`src/design/mtcs_defines.svh`:
```
`ifndef MTCS_DEFINES_SVH
`define MTCS_DEFINES_SVH

// ==========================================================
// Register indices; the byte address of a register is four times its index.
`define MTCS_IDX_CMD 6'h00
`define MTCS_IDX_OUTCOME 6'h04
`define MTCS_IDX_COLCNT 6'h05
`define MTCS_IDX_SETUP 6'h0D
`define MTCS_IDX_ENGINE 6'h10

// ==========================================================
// Field positions of transmit_setup.
`define MTCS_SETUP_CRC_INHIBIT 0
`define MTCS_SETUP_LB_LOW 1
`define MTCS_SETUP_LB_HIGH 2
`define MTCS_SETUP_REMOTE_TX_DIS 3
`define MTCS_SETUP_COL_OFFSET 4

// ==========================================================
// Field positions of transmit_outcome.
`define MTCS_OUT_SENT 0
`define MTCS_OUT_COLLIDED 2
`define MTCS_OUT_ABORTED 3
`define MTCS_OUT_CARRIER_LOST 4
`define MTCS_OUT_UNDERRUN 5
`define MTCS_OUT_HB_MISSING 6
`define MTCS_OUT_LATE_COL 7

// ==========================================================
// Field positions of the command and engine registers.
`define MTCS_CMD_START 0
`define MTCS_ENG_BUSY 0
`define MTCS_ENG_REMOTE_OFF 1
`define MTCS_ENG_PENDING 2

// ==========================================================
// Reset values.
`define MTCS_SETUP_RST 8'h00
`define MTCS_OUTCOME_RST 8'h00
`define MTCS_LFSR_SEED 16'hACE1

// ==========================================================
// Timing and protocol counts.
`define MTCS_CLK_PERIOD_NS 4
`define MTCS_SLOT_TIME_NS 51200
`define MTCS_HB_WINDOW_NS 6400
`define MTCS_SLOT_CYCLES (`MTCS_SLOT_TIME_NS / `MTCS_CLK_PERIOD_NS)
`define MTCS_HB_CYCLES (`MTCS_HB_WINDOW_NS / `MTCS_CLK_PERIOD_NS)
`define MTCS_MAX_ATTEMPTS 16
`define MTCS_BACKOFF_LIMIT 10
`define MTCS_COLLISION_OFFSET_ENABLE_COLLISIONS 3
`define MTCS_COLLISION_OFFSET_ENABLE_BASE 3
`define MTCS_HASH_DISABLE 6'h3E
`define MTCS_HASH_ENABLE 6'h3F

`endif

```
`src/design/mtcs_pkg.sv`:
```
// ==========================================================
// Types shared by the transmit configuration and status block.
package mtcs_pkg;

   // Transmit sequencer states.
   typedef enum logic [2:0] {
      ST_IDLE = 3'b000,
      ST_DEFER = 3'b001,
      ST_XMIT = 3'b010,
      ST_BACKOFF = 3'b011
   } mtcs_state_t;

   // Loopback field encodings.
   typedef enum logic [1:0] {
      LB_NORMAL = 2'b00,
      LB_CORE = 2'b01,
      LB_CODEC = 2'b10,
      LB_EXTERNAL = 2'b11
   } mtcs_lb_mode_t;

endpackage : mtcs_pkg

```
`src/design/mtcs_top.sv`:
```
// Functional notes
// - Loopback bits reset to zero, normal mode.
// - CRC inhibit bit drops FCS, also in loopback.
// - Loopback field selects one of four modes.
// - Codec loopback flag high only in mode 2.
// - Hash 62 disables, hash 63 enables transmitter.
// - Clearing remote disable bit re-enables transmitter.
// - Offset mode: first three backoffs use 2^min(3+n,10).
// - Outcome register cleared when host starts transmission.
// - Outcome bits set only by real events.
// - Sent flag only without abort or underrun.
// - Collided flag plus collision count register.
// - Sixteen attempts by collisions abort the frame.
// - Carrier loss flagged outside core loopback, frame still completes.
// - FIFO underrun flagged and frame aborted.
// - No heartbeat within 6.4 us sets flag.
// - Heartbeat flag may set after collisions.
// - Collision after one slot sets late flag.
`timescale 1ns/1ns
`default_nettype none
`include "mtcs_defines.svh"

module mtcs_top #(
   parameter int SLOT_CYCLES = `MTCS_SLOT_CYCLES,
   parameter int HB_CYCLES = `MTCS_HB_CYCLES,
   parameter int MAX_ATTEMPTS = `MTCS_MAX_ATTEMPTS
) (
   // Clock and reset.
   input wire logic clk_sys,
   input wire logic rst_b,
   // Avalon-MM register slave.
   input wire logic [7:0] avs_address,
   input wire logic avs_read,
   input wire logic avs_write,
   input wire logic [31:0] avs_writedata,
   input wire logic [3:0] avs_byteenable,
   output logic [31:0] avs_readdata,
   output logic avs_waitrequest,
   // Medium and transmit datapath events.
   input wire logic col_det,
   input wire logic carrier_sense,
   input wire logic frame_last,
   input wire logic fifo_starved,
   // Receive-side multicast hash report.
   input wire logic rx_mcast_hit,
   input wire logic [5:0] rx_hash_index,
   // Controls to the transmit datapath and codec.
   output logic tx_run,
   output logic tx_done,
   output logic tx_crc_append,
   output logic [1:0] loopback_mode,
   output logic codec_loopback_flag
);

   // ==========================================================
   // Constants sized to the counters they meet.
   // Sixteen-bit counters hold a full slot and window at this clock.
   localparam logic [15:0] SLOT_LAST = 16'(SLOT_CYCLES - 1);
   localparam logic [15:0] HB_LAST = 16'(HB_CYCLES - 1);
   localparam logic [4:0] ATTEMPT_MAX = 5'(MAX_ATTEMPTS);
   localparam logic [4:0] COLLISION_OFFSET_ENABLE_N = 5'(`MTCS_COLLISION_OFFSET_ENABLE_COLLISIONS);
   localparam logic [4:0] COLLISION_OFFSET_ENABLE_BASE = 5'(`MTCS_COLLISION_OFFSET_ENABLE_BASE);
   localparam logic [4:0] EXP_LIMIT = 5'(`MTCS_BACKOFF_LIMIT);

   // ==========================================================
   // Functions.

   // True when a byte address falls on the word of a register index.
   // Address bits 1:0 are ignored, so each register fills one aligned word.
   function automatic logic reg_hit(input logic [7:0] addr, input logic [5:0] idx);
      reg_hit = (addr[7:2] == idx);
   endfunction : reg_hit

   // Backoff exponent after n collisions, with or without the offset.
   function automatic logic [4:0] backoff_exp(input logic [4:0] n, input logic collision_offset_enable);
      logic [4:0] e;
      e = (n > EXP_LIMIT) ? EXP_LIMIT : n;
      if (collision_offset_enable && (n <= COLLISION_OFFSET_ENABLE_N)) begin
         e = ((n + COLLISION_OFFSET_ENABLE_BASE) > EXP_LIMIT) ? EXP_LIMIT : 5'(n + COLLISION_OFFSET_ENABLE_BASE);
      end
      backoff_exp = e;
   endfunction : backoff_exp

   // ==========================================================
   // Declarations.
   logic wait_reg, wait_next;
   logic [31:0] rdata_reg, rdata_next;
   logic [7:0] setup_reg, setup_next;
   logic crc_app_reg, crc_app_next;
   logic codec_lb_reg, codec_lb_next;
   logic remote_off_reg, remote_off_next;
   logic [15:0] lfsr_reg, lfsr_next;
   mtcs_pkg::mtcs_state_t state_reg, state_next;
   logic [15:0] cyc_reg, cyc_next;
   logic [9:0] slots_reg, slots_next;
   logic [4:0] colcnt_reg, colcnt_next;
   logic [7:0] outcome_reg, outcome_next;
   logic pending_reg, pending_next;
   logic run_reg, run_next;
   logic done_reg, done_next;
   logic hb_active_reg, hb_active_next;
   logic [15:0] hb_cnt_reg, hb_cnt_next;
   logic hb_seen_reg, hb_seen_next;
   logic col_prev_reg, col_prev_next;
   logic bus_take;
   logic busy;
   logic start_cmd;

   // ==========================================================
   // Bus slave: a request is taken when waitrequest is low.
   assign bus_take = (avs_read || avs_write) && !wait_reg;
   // Busy covers the heartbeat window, whose flag still belongs to the last frame.
   assign busy = pending_reg || (state_reg != mtcs_pkg::ST_IDLE) || hb_active_reg;
   // A start while the engine is busy is dropped so a running frame keeps its outcome.
   assign start_cmd = bus_take && avs_write && avs_byteenable[0] &&
      reg_hit(avs_address, `MTCS_IDX_CMD) && avs_writedata[`MTCS_CMD_START] && !busy;

   // One wait state: waitrequest drops for exactly one cycle per request.
   // A registered answer costs a cycle but keeps the decode off the bus path.
   always_comb begin
      wait_next = 1'b1;
      rdata_next = rdata_reg;
      if ((avs_read || avs_write) && wait_reg) begin
         wait_next = 1'b0;
         rdata_next = 32'h00000000;
         if (avs_read) begin
            if (reg_hit(avs_address, `MTCS_IDX_OUTCOME)) begin
               rdata_next = {24'h000000, outcome_reg};
            end else if (reg_hit(avs_address, `MTCS_IDX_COLCNT)) begin
               rdata_next = {27'h0000000, colcnt_reg};
            end else if (reg_hit(avs_address, `MTCS_IDX_ENGINE)) begin
               rdata_next = {29'h00000000, pending_reg, remote_off_reg, busy};
            end
         end
      end
   end

   // Bus answer registers.
   always_ff @(posedge clk_sys) begin
      if (!rst_b) begin
         wait_reg <= 1'b1;
         rdata_reg <= 32'h00000000;
      end else begin
         wait_reg <= wait_next;
         rdata_reg <= rdata_next;
      end
   end

   // ==========================================================
   // Configuration: transmit_setup, derived controls and remote disable.
   always_comb begin
      setup_next = setup_reg;
      // Reserved bits 7:5 are dropped on write.
      if (bus_take && avs_write && avs_byteenable[0] &&
          reg_hit(avs_address, `MTCS_IDX_SETUP)) begin
         setup_next = {3'b000, avs_writedata[4:0]};
      end
      // The CRC choice is not gated by loopback so the CRC path can be tested there.
      crc_app_next = !setup_next[`MTCS_SETUP_CRC_INHIBIT];
      codec_lb_next = (setup_next[`MTCS_SETUP_LB_HIGH:`MTCS_SETUP_LB_LOW] ==
         mtcs_pkg::LB_CODEC);
      remote_off_next = remote_off_reg;
      // Remote frames only count while the enable bit is set; clearing it wins.
      if (!setup_reg[`MTCS_SETUP_REMOTE_TX_DIS]) begin
         remote_off_next = 1'b0;
      end else if (rx_mcast_hit && (rx_hash_index == `MTCS_HASH_DISABLE)) begin
         remote_off_next = 1'b1;
      end else if (rx_mcast_hit && (rx_hash_index == `MTCS_HASH_ENABLE)) begin
         remote_off_next = 1'b0;
      end
      // Free-running generator for backoff draws.
      // It steps in every state so that back-to-back draws differ.
      lfsr_next = {lfsr_reg[14:0], lfsr_reg[15] ^ lfsr_reg[13] ^ lfsr_reg[12] ^ lfsr_reg[10]};
   end

   // Configuration registers; loopback powers up in normal mode.
   always_ff @(posedge clk_sys) begin
      if (!rst_b) begin
         setup_reg <= `MTCS_SETUP_RST;
         crc_app_reg <= 1'b1;
         codec_lb_reg <= 1'b0;
         remote_off_reg <= 1'b0;
         lfsr_reg <= `MTCS_LFSR_SEED;
      end else begin
         setup_reg <= setup_next;
         crc_app_reg <= crc_app_next;
         codec_lb_reg <= codec_lb_next;
         remote_off_reg <= remote_off_next;
         lfsr_reg <= lfsr_next;
      end
   end

   // ==========================================================
   // Transmit sequencer, outcome flags and heartbeat window.
   always_comb begin
      logic [7:0] set_bits;
      logic [4:0] n;
      logic [4:0] e;
      logic hb_start;
      logic hb_rise;
      set_bits = 8'h00;
      n = 5'(colcnt_reg + 5'h01);
      e = backoff_exp(n, setup_reg[`MTCS_SETUP_COL_OFFSET]);
      hb_start = 1'b0;
      hb_rise = col_det && !col_prev_reg;
      state_next = state_reg;
      cyc_next = cyc_reg;
      slots_next = slots_reg;
      colcnt_next = colcnt_reg;
      pending_next = pending_reg;
      run_next = 1'b0;
      done_next = 1'b0;
      col_prev_next = col_det;
      hb_active_next = hb_active_reg;
      hb_cnt_next = hb_cnt_reg;
      hb_seen_next = hb_seen_reg;

      // A host start clears all outcome state for the new transmission.
      // A dropped start leaves the previous outcome readable.
      if (start_cmd) begin
         pending_next = 1'b1;
         colcnt_next = 5'h00;
      end

      case (state_reg)
         mtcs_pkg::ST_IDLE: begin
            // A remotely disabled transmitter keeps the request pending.
            if (pending_reg && !remote_off_reg && !hb_active_reg) begin
               pending_next = 1'b0;
               state_next = mtcs_pkg::ST_DEFER;
            end
         end
         mtcs_pkg::ST_DEFER: begin
            // Every attempt, a retry too, waits for a quiet medium.
            if (!carrier_sense) begin
               state_next = mtcs_pkg::ST_XMIT;
               cyc_next = 16'h0000;
               run_next = 1'b1;
            end
         end
         mtcs_pkg::ST_XMIT: begin
            run_next = 1'b1;
            if (cyc_reg != 16'hFFFF) begin
               cyc_next = 16'(cyc_reg + 16'h0001);
            end
            if (col_det) begin
               run_next = 1'b0;
               hb_start = 1'b1;
               colcnt_next = n;
               set_bits[`MTCS_OUT_COLLIDED] = 1'b1;
               if (cyc_reg >= SLOT_LAST) begin
                  set_bits[`MTCS_OUT_LATE_COL] = 1'b1;
               end
               // The count keeps its last value, so software reads sixteen after an abort.
               if (n >= ATTEMPT_MAX) begin
                  set_bits[`MTCS_OUT_ABORTED] = 1'b1;
                  done_next = 1'b1;
                  state_next = mtcs_pkg::ST_IDLE;
               end else begin
                  // Late collisions are rescheduled exactly like early ones.
                  slots_next = lfsr_reg[9:0] & 10'((11'h001 << e) - 11'h001);
                  cyc_next = 16'h0000;
                  state_next = mtcs_pkg::ST_BACKOFF;
               end
            end else if (fifo_starved) begin
               run_next = 1'b0;
               hb_start = 1'b1;
               set_bits[`MTCS_OUT_UNDERRUN] = 1'b1;
               done_next = 1'b1;
               state_next = mtcs_pkg::ST_IDLE;
            end else if (frame_last) begin
               run_next = 1'b0;
               hb_start = 1'b1;
               done_next = 1'b1;
               if (!outcome_reg[`MTCS_OUT_ABORTED] && !outcome_reg[`MTCS_OUT_UNDERRUN]) begin
                  set_bits[`MTCS_OUT_SENT] = 1'b1;
               end
               state_next = mtcs_pkg::ST_IDLE;
            end else if (!carrier_sense &&
               (setup_reg[`MTCS_SETUP_LB_HIGH:`MTCS_SETUP_LB_LOW] != mtcs_pkg::LB_CORE)) begin
               // Core loopback never sees carrier, so it would flag every frame.
               set_bits[`MTCS_OUT_CARRIER_LOST] = 1'b1;
            end
         end
         mtcs_pkg::ST_BACKOFF: begin
            // Each slot is counted out in full; a zero draw retries at once.
            if (slots_reg == 10'h000) begin
               state_next = mtcs_pkg::ST_DEFER;
            end else if (cyc_reg >= SLOT_LAST) begin
               cyc_next = 16'h0000;
               slots_next = 10'(slots_reg - 10'h001);
            end else begin
               cyc_next = 16'(cyc_reg + 16'h0001);
            end
         end
         default: begin
            state_next = mtcs_pkg::ST_IDLE;
         end
      endcase

      // The window only counts a heartbeat that starts inside it; a collision that
      // is still active when the attempt ends does not count, so such attempts may
      // flag a missing heartbeat.
      // Starts wait for the window so a late flag never lands on the next frame.
      if (hb_active_reg) begin
         if (hb_rise) begin
            hb_seen_next = 1'b1;
         end
         if (hb_cnt_reg >= HB_LAST) begin
            hb_active_next = 1'b0;
            if (!hb_seen_reg && !hb_rise) begin
               set_bits[`MTCS_OUT_HB_MISSING] = 1'b1;
            end
         end else begin
            hb_cnt_next = 16'(hb_cnt_reg + 16'h0001);
         end
      end
      if (hb_start) begin
         hb_active_next = 1'b1;
         hb_cnt_next = 16'h0000;
         hb_seen_next = 1'b0;
      end

      // Only events set bits; a set arriving with a clear is kept.
      outcome_next = (start_cmd ? 8'h00 : outcome_reg) | set_bits;
   end

   // Sequencer registers.
   // A reset in mid-frame returns every register to its idle value.
   always_ff @(posedge clk_sys) begin
      if (!rst_b) begin
         state_reg <= mtcs_pkg::ST_IDLE;
         cyc_reg <= 16'h0000;
         slots_reg <= 10'h000;
         colcnt_reg <= 5'h00;
         outcome_reg <= `MTCS_OUTCOME_RST;
         pending_reg <= 1'b0;
         run_reg <= 1'b0;
         done_reg <= 1'b0;
         hb_active_reg <= 1'b0;
         hb_cnt_reg <= 16'h0000;
         hb_seen_reg <= 1'b0;
         col_prev_reg <= 1'b0;
      end else begin
         state_reg <= state_next;
         cyc_reg <= cyc_next;
         slots_reg <= slots_next;
         colcnt_reg <= colcnt_next;
         outcome_reg <= outcome_next;
         pending_reg <= pending_next;
         run_reg <= run_next;
         done_reg <= done_next;
         hb_active_reg <= hb_active_next;
         hb_cnt_reg <= hb_cnt_next;
         hb_seen_reg <= hb_seen_next;
         col_prev_reg <= col_prev_next;
      end
   end

   // ==========================================================
   // Outputs, each straight from a flip-flop.
   assign avs_waitrequest = wait_reg;
   assign avs_readdata = rdata_reg;
   assign tx_run = run_reg;
   assign tx_done = done_reg;
   assign tx_crc_append = crc_app_reg;
   // The codec flag has its own register beside the stored loopback field.
   assign loopback_mode = setup_reg[`MTCS_SETUP_LB_HIGH:`MTCS_SETUP_LB_LOW];
   assign codec_loopback_flag = codec_lb_reg;

endmodule : mtcs_top
`default_nettype wire

```
`config.mk`:
```
export PLATFORM = sky130hd
export DESIGN_NAME = mtcs_top
export DESIGN_NICKNAME = d
export VERILOG_FILES = /design/src/design/mtcs_pkg.sv /design/src/design/mtcs_top.sv
export VERILOG_INCLUDE_DIRS = /design/src /design/src/design
export SDC_FILE = /design/constraint.sdc
export NUM_CORES = 1
export LEC_CHECK = 0
export ABC_AREA = 1
export BUFFER_PORTS_ARGS = -buffer_cell sky130_fd_sc_hd__clkbuf_2
export CAP_MARGIN = 30
export CORE_MARGIN = 1
export CORE_UTILIZATION = 56
export DETAILED_ROUTE_END_ITERATION = 8
export PLACE_DENSITY = 0.88
export SETUP_SLACK_MARGIN = 0.15
export SLEW_MARGIN = 5
export SYNTH_ARGS = -nofsm -noshare
export SYNTH_HDL_FRONTEND = slang
export SYNTH_SLANG_ARGS = --single-unit
```
`constraint.sdc`:
```
create_clock -name clk_sys -period 3.7 [get_ports clk_sys]
set_input_delay 0.74 -clock clk_sys [delete_from_list [all_inputs] [get_ports clk_sys]]
set_output_delay 0.74 -clock clk_sys [all_outputs]
set_load 0.01 [all_outputs]
```
### After elaboration in Yosys (flattened, before gate mapping)

Cells that the tools add are included.

| word-level totals | value |
|---|---|
| bits in registers | 121 |
| logic and storage cells | 176 |
| bits of input ports | 59 |
| output and inout bits | 39 |

| operators by class | value |
|---|---|
| shift operators | 1 |
| equality and inequality tests | 20 |
| $add $sub $neg | 6 |
| reduce and logical (&&, ||, !) cells | 46 |
| bitwise gates (word level) | 7 |
| mux-type cells | 70 |
| $lt $le $gt $ge | 6 |

Operator list:

| operator | count |
|---|---|
| $mux W16 | 6 |
| $pmux W16 S3 | 1 |
| $mux W10 | 4 |
| $mux W5 | 7 |
| $mux W1 | 34 |
| $add A16 B1 Y16 const B | 2 |
| $mux W3 | 8 |
| $mux W8 | 3 |
| $pmux W10 S2 | 1 |
| $sub A10 B1 Y10 const B | 2 |
| $logic_and A1 B1 Y1 | 17 |
| $ge A16 B11 Y1 const B | 1 |
| $ge A16 B14 Y1 const B | 1 |
| $ne A16 B16 Y1 const B | 1 |
| $ne A2 B2 Y1 const B | 7 |
| $eq A6 B3 Y1 const B | 2 |
| $eq A6 B6 Y1 const B | 2 |
| $pmux W3 S4 | 1 |
| $logic_not A1 Y1 | 11 |
| $and A10 B10 Y10 | 1 |
| $gt A5 B4 Y1 const B | 2 |
| $logic_not A10 Y1 | 1 |
| $shl A1 B5 Y10 const A | 1 |
| $or A8 B8 Y8 | 1 |
| 26 further kinds | 39 |

### Logic depth before layout (Yosys ltp)

Gate-level depths: netlist of the first run.

| depth | value |
|---|---|
| depth in word-level cells | 11 |
| mapped depth | 22 |
| gate-level depth less buffers | 21 |

### Least setup slack after synthesis of the first run

OpenSTA, ideal clock, no wires.

| timing | value |
|---|---|
| kind | register to register |
| start | register colcnt_reg[0] |
| end | register slots_reg[1] |
| arrival time | 2.513 ns |
| clock period less this slack | 2.598 ns |
| path slack | 1.102 ns |
| data required time | 3.614 ns |
| stages on the path, launching flop included | 20 |
| path buffers | 1 |
| setup time | 0.086 ns |
| cells stage by stage | dfxtp_1 buf_2 inv_1 ha_1 nor2_1 nand2_1 nand2_1 nor2_2 nand2_1 o21ai_1 inv_2 nand2_2 nand2_1 inv_2 nand2_1 ha_1 nand3b_1 o21ai_0 nor2_1 a211oi_1 |

| between the ends | value |
|---|---|
| longest elaborated chain between the ends | 11 |
| elaborated cells on any way between the ends | 18 |
| classes of those cells | add/sub: 3; order compare: 4; eq/ne: 1; shift: 1; mux: 6; bitwise: 1; reduce/logical: 2 |

Ends and longest elaborated chain:

| item | line | RTL |
|---|---|---|
| start: declaration | mtcs_top.sv:96 | `logic [4:0] colcnt_reg, colcnt_next;` |
| start signal: assignment | mtcs_top.sv:348 | `colcnt_reg <= colcnt_next;` |
| $add A5 B1 Y5 * | mtcs_top.sv:202 | `n = 5'(colcnt_reg + 5'h01);` |
| $add A5 B2 Y5 | mtcs_top.sv:79 | `e = ((n + COLLISION_OFFSET_ENABLE_BASE) > EXP_LIMIT) ? EXP_LIMIT : 5'(n + COLLISION_OFFSET_ENABLE_BASE);` |
| $gt A5 B4 Y1 | mtcs_top.sv:79 |  |
| $mux W5 | mtcs_top.sv:79 |  |
| $mux W5 | mtcs_top.sv:78 | `if (collision_offset_enable && (n <= COLLISION_OFFSET_ENABLE_N)) begin` |
| $shl A1 B5 Y10 | mtcs_top.sv:261 | `slots_next = lfsr_reg[9:0] & 10'((11'h001 << e) - 11'h001);` |
| $sub A10 B1 Y10 | mtcs_top.sv:261 |  |
| $and A10 B10 Y10 | mtcs_top.sv:261 |  |
| $mux W10 | mtcs_top.sv:255 | `if (n >= ATTEMPT_MAX) begin` |
| $mux W10 | mtcs_top.sv:246 | `if (col_det) begin` |
| $pmux W10 S2 | mtcs_top.sv:225 | `case (state_reg)` |
| end signal: assignment | mtcs_top.sv:347 | `slots_reg <= slots_next;` |
| end: declaration | mtcs_top.sv:95 | `logic [9:0] slots_reg, slots_next;` |

Every way passes the cells marked *; elsewhere a longest branch is shown, timed or not. The select of a mux whose other input is x is not followed.
A chain may end at the register's enable or synchronous reset.

### Worst setup path after layout of the first run

Same ends and word-level chain as after synthesis.

==> run_results.csv, run 1 <==
group,metric,value,unit
critical_path,crit_path_max_fanout,11,
critical_path,max_stage_delay,0.62,ns
critical_path,rr_endpoint,"slots_reg[1]",
synthesis,yosysSeqAreaShare,37.1,%
sta,fin_worst_hold_slack,0.426,ns
critical_path,crit_chain,"inv_1, ha_1, nor2_1, nand2_1, nand3_1, nor2_4, o21ai_1, a21oi_2, nand2_1, inv_2, nand2_1, ha_1, nand3b_1, o21ai_0, nor2_1, a211oi_1",
pwr,clkPwrFrac,23.3,%
clock_network,clock_path_buffers,2,
pwr,ir_worst_vdd,279,uV
finish,stdcell_count,867,
route,route.detailed.wl_per_inst,12.9,um
finish,fin_nets,829,
clock_network,post_cts_buffers,0,
floorplanning,ioPinCount,98,
pwr,power_leakage,0.00241,uW
critical_path,crit_path_start,"colcnt_reg[0]",
clock_network,cts-buffers-inserted,9,
pwr,p_switching,1230,uW
clock_network,htree_levels,3,
placement,hpwlAfterDp,8190,um
sta,fin_crit,3.10,ns
sta,timing.fmax,322,MHz
synthesis,synth_area,5120,um^2
route,vias_per_cell,5.44,
pwr,powerDensity,549,nW/um^2
floorplanning,die_w,97.6,um
finish,fillers,761,
clock_network,insertion_delay,0.37,ns
status,violations,"design-rule violations",
pwr,internal-power,1780,uW
sta,rsz0062_at_grt,"no",
pwr,comb_power_share,36.9,%
synthesis,ys_types,50,
sta,tightestPinTransition,0.708,ns
sta,setup_violations,0,
clock_network,cts_sinks,95,
placement,placed_cell_area,5300,um^2
critical_path,r2r-start,"colcnt_reg[0]",
critical_path,crit_top_cell,"nand2_1",
synthesis,avgSynthCellArea,7.12,um^2
global_route,antenna_found_initial,0,
floorplanning,fp-row-count,34,
synthesis,yosysWarnings,0,
finish,layout_commonest_cell,"nand2_1",
placement,gp_congestion,0.958,
clock_network,cts_resized,0,
worst_hold_path,hp-class,"flop to flop",
global_route,grt_first_pass_wirelength,19300,um
global_route,grt_use_total,24.7,%
critical_path,start_kind,"flop",
critical_path,worst-r2r-setup-slack,0.60,ns
clock_network,cts_hold_buf,0,
pwr,seqPwrFrac,39.7,%
clock_network,cts_tree,"done",
sta,hold_viol,0,
global_route,grt-ovfl-total,0,
clock_network,cts-root-buf,"clkbuf_8",
floorplanning,die_h,97.6,um
route,drt-pass1-iter-count,9,
floorplanning,dieArea,9530,um^2
route,ant_nets,0,
sta,fin_crit_sh,83.9,%
critical_path,r2r_cells,16,
finish,diodes,0,
finish,layout-drive-gt1-share,14.9,%
route,drc,8,
placement,placed_cells,852,
pwr,switching_share,40.8,%
clock_network,clkTransAtPathRegs,0.09,ns
placement,port_buffers,41,
status,outcome,"complete, but fails checks",
critical_path,end_kind,"flop",
worst_hold_path,hold_depth,1,
global_route,first_global_vias,4497,
sta,setup_tns,0,ns
global_route,grt_start_max_net_pins,45,
synthesis,async_reset_ff_share,0,%
sta,clock_skew,0.0105,ns
synthesis,ys_ff_latch,95,
route,wl,11200,um
flow_run,maxCapViolCount,0,
worst_hold_path,hp-start,"lfsr_reg[14]",
synthesis,postSynthCellCount,719,
finish,syn_to_final_growth,7.28,%
sta,slew_headroom,52.4,%
synthesis,synth_edf_count,0,
critical_path,cp_slowest_cell,"dfxtp_1",
critical_path,worstSetupPathType,"flop to flop",
critical_path,worst-endpoint-required,3.98,ns
route,drt_iter0_markers,266,
sta,report.final.slew_viol_count,0,
worst_hold_path,min_to,"lfsr_reg[15]",
route,num_vias,4720,
finish,final_core_util,62.4,%
finish,layout_common_cells,"121 x nand2_1, 95 x inv_1, 95 x dfxtp_1",
synthesis,synth_top_flop_cell,"dfxtp_1",
floorplanning,start_util,58.2,%
floorplanning,core-area,8810,um^2
critical_path,cp.arrival,3.38,ns
finish,fin_area,5500,um^2
-- critical path: cells and delay by family (launching register included) --
| family | cells | cell delay (ns) |
|---|---|---|
| flip-flops | 1 | 0.62 |
| adder cells (fa/ha/maj) | 2 | 0.70 |
| AND/OR/NAND/NOR | 8 | 0.88 |
| AO/OA/AOI/OAI | 4 | 0.57 |
| buffers and inverters | 2 | 0.24 |
-- cells in the mapped netlist (all sizes together), types with 9 or more instances --
cell type  number  area, um^2
nand2         137         559
inv           102         385
dfxtp          95        1900
nor2           84         353
a21oi          65         337
o21ai          48         255
nand3          43         260
buf            30         220
nor3           23         125
ha             15         188
clkbuf         10        37.5
nand4           9        75.1
-- area by class of cell --
| cell class | instances | area [um^2] | area share, % |
|---|---|---|---|
| inverters | 106 | 407 | 7.40 |
| well taps | 108 | 135 | 2.46 |
| flip-flops and latches | 95 | 1900 | 34.6 |
| clock inverters | 4 | 55.1 | 1.00 |
| multi-input cells | 501 | 2640 | 48.1 |
| clock buffers | 11 | 141 | 2.57 |
| repair buffers | 42 | 213 | 3.87 |
-- cells by family after synthesis --
group                    count (synthesis)  share of synthesized area, %
XOR/XNOR                                10                          1.86
other                                    1                        0.0732
buffers and inverters                  146                          13.0
AO/OA/AOI/OAI                          138                          15.2
AND/OR/NAND/NOR                        314                          29.1
flip-flops                              95                          37.1
adder cells (fa/ha/maj)                 15                          3.66
-- worst max path at each step --
| stage | to | slack [ns] | cells after the start |
|---|---|---|---|
| after CTS | slots_reg[1] | 0.64 | 18 |
| after detailed placement | slots_reg[1] | 0.69 | 18 |
| after floorplan | slots_reg[1] | 1.10 | 19 |
| after global routing | slots_reg[1] | 0.28 | 16 |
| after global placement | slots_reg[1] | 0.76 | 18 |
| final | slots_reg[1] | 0.60 | 16 |
-- through the flow --
| step | setup WS [ns] | total power [uW] |
|---|---|---|
| after floorplan | 1.10 | 2080 |
| after global placement | 0.757 | 2250 |
| after detailed placement | 0.689 | 2300 |
| after CTS | 0.644 | 3000 |
| after global routing | 0.283 | 3230 |
| final | 0.596 | 3020 |
-- per-layer routing --
layer  vias to the layer above  GRT usage (%)  share of wire, %
met3                        31           5.11               5.7
met1                      2157           28.8                43
met2                       177           43.3                49
met4                         0           11.1               2.6
met5                         -              0                 0
li1                       2355              -                 -
-- power groups by stage --
stage / logic (uW) / registers (uW) / clock network (uW)
5_1_grt: 1270 / 1210 / 748
2_1_floorplan: 891 / 1190 / 0
4_1_cts: 1090 / 1200 / 710
3_3_place_gp: 1030 / 1210 / 0
6_report: 1110 / 1200 / 704
3_5_place_dp: 1080 / 1220 / 0
Power figures use the tool's default switching activity.
==> inputs of run 2 (changes only) <==
--- a/config.mk
+++ b/config.mk
@@ -10,9 +10,9 @@
 export BUFFER_PORTS_ARGS = -buffer_cell sky130_fd_sc_hd__clkbuf_2
 export CAP_MARGIN = 30
 export CORE_MARGIN = 1
-export CORE_UTILIZATION = 56
+export CORE_UTILIZATION = 50
 export DETAILED_ROUTE_END_ITERATION = 8
-export PLACE_DENSITY = 0.88
+export PLACE_DENSITY = 0.83
 export SETUP_SLACK_MARGIN = 0.15
 export SLEW_MARGIN = 5
 export SYNTH_ARGS = -nofsm -noshare
==> constraint.sdc (replaced) <==
create_clock -name clk_sys -period 2.7 [get_ports clk_sys]
set_input_delay 0.54 -clock clk_sys [delete_from_list [all_inputs] [get_ports clk_sys]]
set_output_delay 0.54 -clock clk_sys [all_outputs]
set_load 0.01 [all_outputs]
==> run_results.csv, run 2 (synthesis gave the netlist of run 1 again) <==
group,metric,value,unit
status,outcome,"completed",
floorplanning,core-area,9860,um^2
clock_network,clkTransAtPathRegs,0.10,ns
finish,layout-drive-gt1-share,21.1,%
finish,multi_input_area,2800,um^2
worst_hold_path,hp-class,"input pin to flop",
global_route,grt_start_max_net_pins,45,
sta,fin_worst_hold_slack,0.408,ns
floorplanning,dieArea,10700,um^2
clock_network,cts-buffers-inserted,9,
route,vias_per_cell,5.12,
placement,dp_slack,0.0545,ns
pwr,powerDensity,722,nW/um^2
pwr,power_leakage,0.00255,uW
finish,layout_commonest_cell,"nand2_1",
global_route,first_global_vias,4164,
global_route,grt-ovfl-total,0,
finish,regArea,1910,um^2
critical_path,cp_num_cells,14,
critical_path,cp.arrival,2.77,ns
clock_network,htree_levels,3,
clock_network,insertion_delay,0.36,ns
route,ant_nets,0,
clock_network,cts_sinks,95,
placement,gp_congestion,0.895,
sta,report.final.slew_viol_count,0,
critical_path,worstSetupPathType,"flop to flop",
critical_path,end_kind,"flop",
critical_path,crit_chain,"ha_4, xnor2_4, inv_1, nor2_4, nand3_4, o21ai_4, nor2_4, buf_4, nand2_4, ha_4, nand3b_1, o21ai_1, nor2_1, a211oi_1",
finish,diodes,0,
sta,fin_ws,0.213,ns
floorplanning,fp-row-count,36,
sta,fin_crit,2.49,ns
critical_path,max_stage_delay,0.38,ns
critical_path,crit_family,"simple AND/OR/NAND/NOR gates",
global_route,grt_first_pass_wirelength,18200,um
sta,setup_tns,0,ns
route,drt_iter0_markers,178,
route,drt-pass1-iter-count,5,
route,route.detailed.wl_per_inst,12.3,um
worst_hold_path,hold_depth,3,
route,num_vias,4699,
finish,fin_nets,854,
finish,layout_common_cells,"114 x nand2_1, 93 x inv_1, 92 x dfxtp_1",
critical_path,r2r_cells,14,
clock_network,cts_tree,"done",
critical_path,start_kind,"flop",
clock_network,clock_path_buffers,2,
floorplanning,die_h,103,um
route,drc,0,
critical_path,worst-r2r-setup-slack,0.21,ns
critical_path,cp_slowest_cell,"dfxtp_4",
flow_run,maxCapViolCount,0,
sta,timing.fmax,402,MHz
clock_network,cts-root-buf,"clkbuf_8",
sta,rsz0062_at_grt,"yes",
sta,clock_skew,0.00667,ns
pwr,ir_worst_vdd,532,uV
sta,hold_viol,0,
critical_path,worst-endpoint-required,2.98,ns
sta,setup_violations,0,
finish,fillers,877,
critical_path,cp_num_buf_inv,2,
placement,port_buffers,41,
placement,hpwlAfterDp,7990,um
global_route,antenna_found_initial,0,
finish,syn_to_final_growth,15.2,%
global_route,grt_use_total,21.7,%
floorplanning,start_util,51.9,%
floorplanning,ioPinCount,98,
sta,fin_crit_sh,92.1,%
route,wl,11300,um
floorplanning,die_w,103,um
critical_path,crit_path_max_fanout,4,
run 2: cell types whose count changed in the layout (fill, tap and decap cells not counted), sizes merged:
cell	change
clkbuf	-2
buf	+25
inv	+4
clkinv	+1
clkinvlp	-1
bufinv	-1
run 2: layout make-up:
type                            count  share of cell area [%]
Clock inverter                      7                    1.25
Sequential cell                    95                    32.4
Inverter                          106                    7.00
Multi-Input combinational cell    501                    47.5
Timing Repair Buffer               67                    6.91
Clock buffer                        9                    2.10
Tap cell                          133                    2.82
run 2: path summary, 6_finish.rpt:
check,endpoint,from
setup reg to reg,slots_reg[1],colcnt_reg[1]
setup / recovery,slots_reg[1],colcnt_reg[1]
hold / removal,col_prev_reg,col_det
hold reg to reg,lfsr_reg[15],lfsr_reg[14]
run 2: repair_timing:
| action | 4_1_cts | 5_1_grt |
|---|---|---|
| hold buffers | 0 | 0 |
| endpoints found under the setup margin | 2 | 5 |
| gates resized for setup | 8 | 38 |
| buffers inserted | 0 | 12 |
| pin swaps | 0 | 23 |
run 2: tightest hold or removal path, stage by stage:
cell	delay, ns
clkbuf_2	0.11
nand2_1	0.06
inv_1	0.03
run 2: power by group:
part / switching, uW / internal (uW) / leakage, uW
Sequential: 98.9 / 1530 / 0.000775
Clock: 552 / 365 / 0.000101
Combinational: 1120 / 594 / 0.00167
run 2: routing by layer:
layer / wire, um / vias up / track usage, %
met1: 5170 / 2118 / 28.1
met3: 591 / 10 / 4.84
li1: - / 2424 / -
met2: 5460 / 147 / 36.9
met5: 0 / - / 0
met4: 97 / 0 / 4.88
run 2: metrics by stage:
stage	power [uW]	instance area (um^2)	instances	util, %
final	4260	5900	918	59.8
after floorplan	2860	5210	742	-
after CTS	4130	5660	906	57.4
after global routing	4600	5900	918	59.8
after global placement	3170	5430	890	55.0
after detailed placement	3190	5430	890	55.0
==> inputs of run 3 (changes only) <==
==> constraint.sdc (replaced) <==
create_clock -name clk_sys -period 2.7 [get_ports clk_sys]
set_input_delay 0.405 -clock clk_sys [delete_from_list [all_inputs] [get_ports clk_sys]]
set_output_delay 0.405 -clock clk_sys [all_outputs]
set_load 0.01 [all_outputs]
==> run_results.csv, run 3 (synthesis gave the netlist of run 1 again) <==
group,metric,value,unit
sta,rsz0062_at_grt,"yes",
floorplanning,die_w,103,um
global_route,met3_usage,4.30,%
global_route,gr-max-usage-layer,"met2",
global_route,grt-ovfl-total,0,
floorplanning,dieArea,10700,um^2
placement,dp_slack,0.157,ns
route,ant_nets,0,
critical_path,worst-endpoint-required,2.98,ns
floorplanning,die_h,103,um
sta,fin_crit_sh,91.6,%
critical_path,crit_chain,"ha_4, nand2_1, nand2_2, nand2_4, inv_4, nand3_2, nand2_2, nand2_1, nand2_2, nand2_4, nor2_4, nand4_1, ha_4, nand3b_1, o21ai_1, nor2_1, a211oi_1",
sta,clock_skew,0.0146,ns
global_route,grt_use_total,21.9,%
clock_network,htree_levels,3,
finish,stdcell_count,917,
clock_network,cts_sinks,95,
finish,syn_to_final_growth,15.0,%
sta,fin_ws,0.227,ns
pwr,ir_worst_vdd,355,uV
status,outcome,"completed",
critical_path,max_stage_delay,0.40,ns
sta,hold_viol,0,
floorplanning,core-area,9860,um^2
sta,setup_tns,0,ns
pwr,finalPower,4290,uW
finish,final_core_util,59.7,%
route,wl,11200,um
sta,setup_violations,0,
global_route,grt_use_met2,38.6,%
clock_network,clock_path_buffers,2,
finish,regArea,1910,um^2
floorplanning,start_util,51.9,%
placement,hpwlAfterDp,8160,um
finish,diodes,0,
finish,layout_commonest_cell,"nand2_1",
critical_path,end_kind,"flop",
clock_network,cts-buffers-inserted,9,
route,drc,0,
route,drt-pass1-iter-count,5,
route,vias_per_cell,5.14,
pwr,powerDensity,729,nW/um^2
route,num_vias,4712,
route,drt_iter0_markers,225,
pwr,power_leakage,0.00256,uW
sta,report.final.slew_viol_count,0,
global_route,met1_usage,27.7,%
floorplanning,fp-row-count,36,
route,route.detailed.wl_per_inst,12.2,um
global_route,first_global_vias,4276,
finish,multi_input_area,2790,um^2
global_route,grt_start_max_net_pins,45,
clock_network,cts_tree,"done",
global_route,antenna_found_initial,0,
clock_network,cts_hold_buf,0,
finish,fillers,888,
clock_network,insertion_delay,0.38,ns
placement,placed_cells,890,
flow_run,maxCapViolCount,0,
clock_network,clkTransAtPathRegs,0.10,ns
critical_path,crit_top_cell,"nand2_2",
floorplanning,ioPinCount,98,
finish,layout_common_cells,"113 x nand2_1, 94 x inv_1, 92 x dfxtp_1",
sta,timing.fmax,404,MHz
critical_path,worstSetupPathType,"flop to flop",
clock_network,cts-root-buf,"clkbuf_8",
finish,fin_nets,853,
placement,port_buffers,41,
critical_path,start_kind,"flop",
sta,fin_crit,2.47,ns
global_route,grt_first_pass_wirelength,18500,um
finish,layout-drive-gt1-share,21.0,%
critical_path,cp_slowest_cell,"dfxtp_4",
critical_path,cp.arrival,2.76,ns
worst_hold_path,hp-class,"input pin to flop",
critical_path,crit_path_max_fanout,4,
placement,gp_congestion,0.926,
[run 3: path summary, 6_finish.rpt]
check / start / end / slack (ns) / cells after the start
max: colcnt_reg[1] / slots_reg[1] / 0.23 / 17
min: col_det / col_prev_reg / 0.25 / 3
max reg2reg: colcnt_reg[1] / slots_reg[1] / 0.23 / 17
min reg2reg: lfsr_reg[14] / lfsr_reg[15] / 0.42 / 1
[run 3: critical path: cells and delay by family, from the launching register on]
family	cells	cell delay, ns
AO/OA/AOI/OAI	2	0.30
flip-flops	1	0.40
AND/OR/NAND/NOR	12	1.17
adder cells (fa/ha/maj)	2	0.43
buffers and inverters	1	0.09
[run 3: report_power, final]
group          switching, uW  internal, uW  total (uW)
Sequential               104          1530        1630
Combinational           1130           602        1730
Clock                    561           365         926
[run 3: cell type report]
type                    count  area share, %
clock inverters             7           1.25
well taps                 133           2.83
flip-flops and latches     95           32.5
inverters                 106           7.01
multi-input cells         501           47.4
repair buffers             66           6.95
clock buffers               9           2.10
[run 3: what timing repair did]
item,in CTS,in global routing
setup buffers,0,11
pin swaps,1,22
endpoints found under the setup margin,2,6
resized for setup,4,40
[run 3: routing by layer]
layer / part of all wire [%] / vias to the layer above
li1: - / 2410
met1: 47 / 2198
met2: 48 / 91
met3: 3.5 / 13
met4: 1.2 / 0
met5: 0 / -
[run 3: metrics by stage]
stage	hold WS (ns)	area (um^2)
global placement	0.394	5430
finish	0.252	5890
floorplan	0.390	5210
CTS	0.239	5640
detailed placement	0.399	5430
global route	0.258	5890
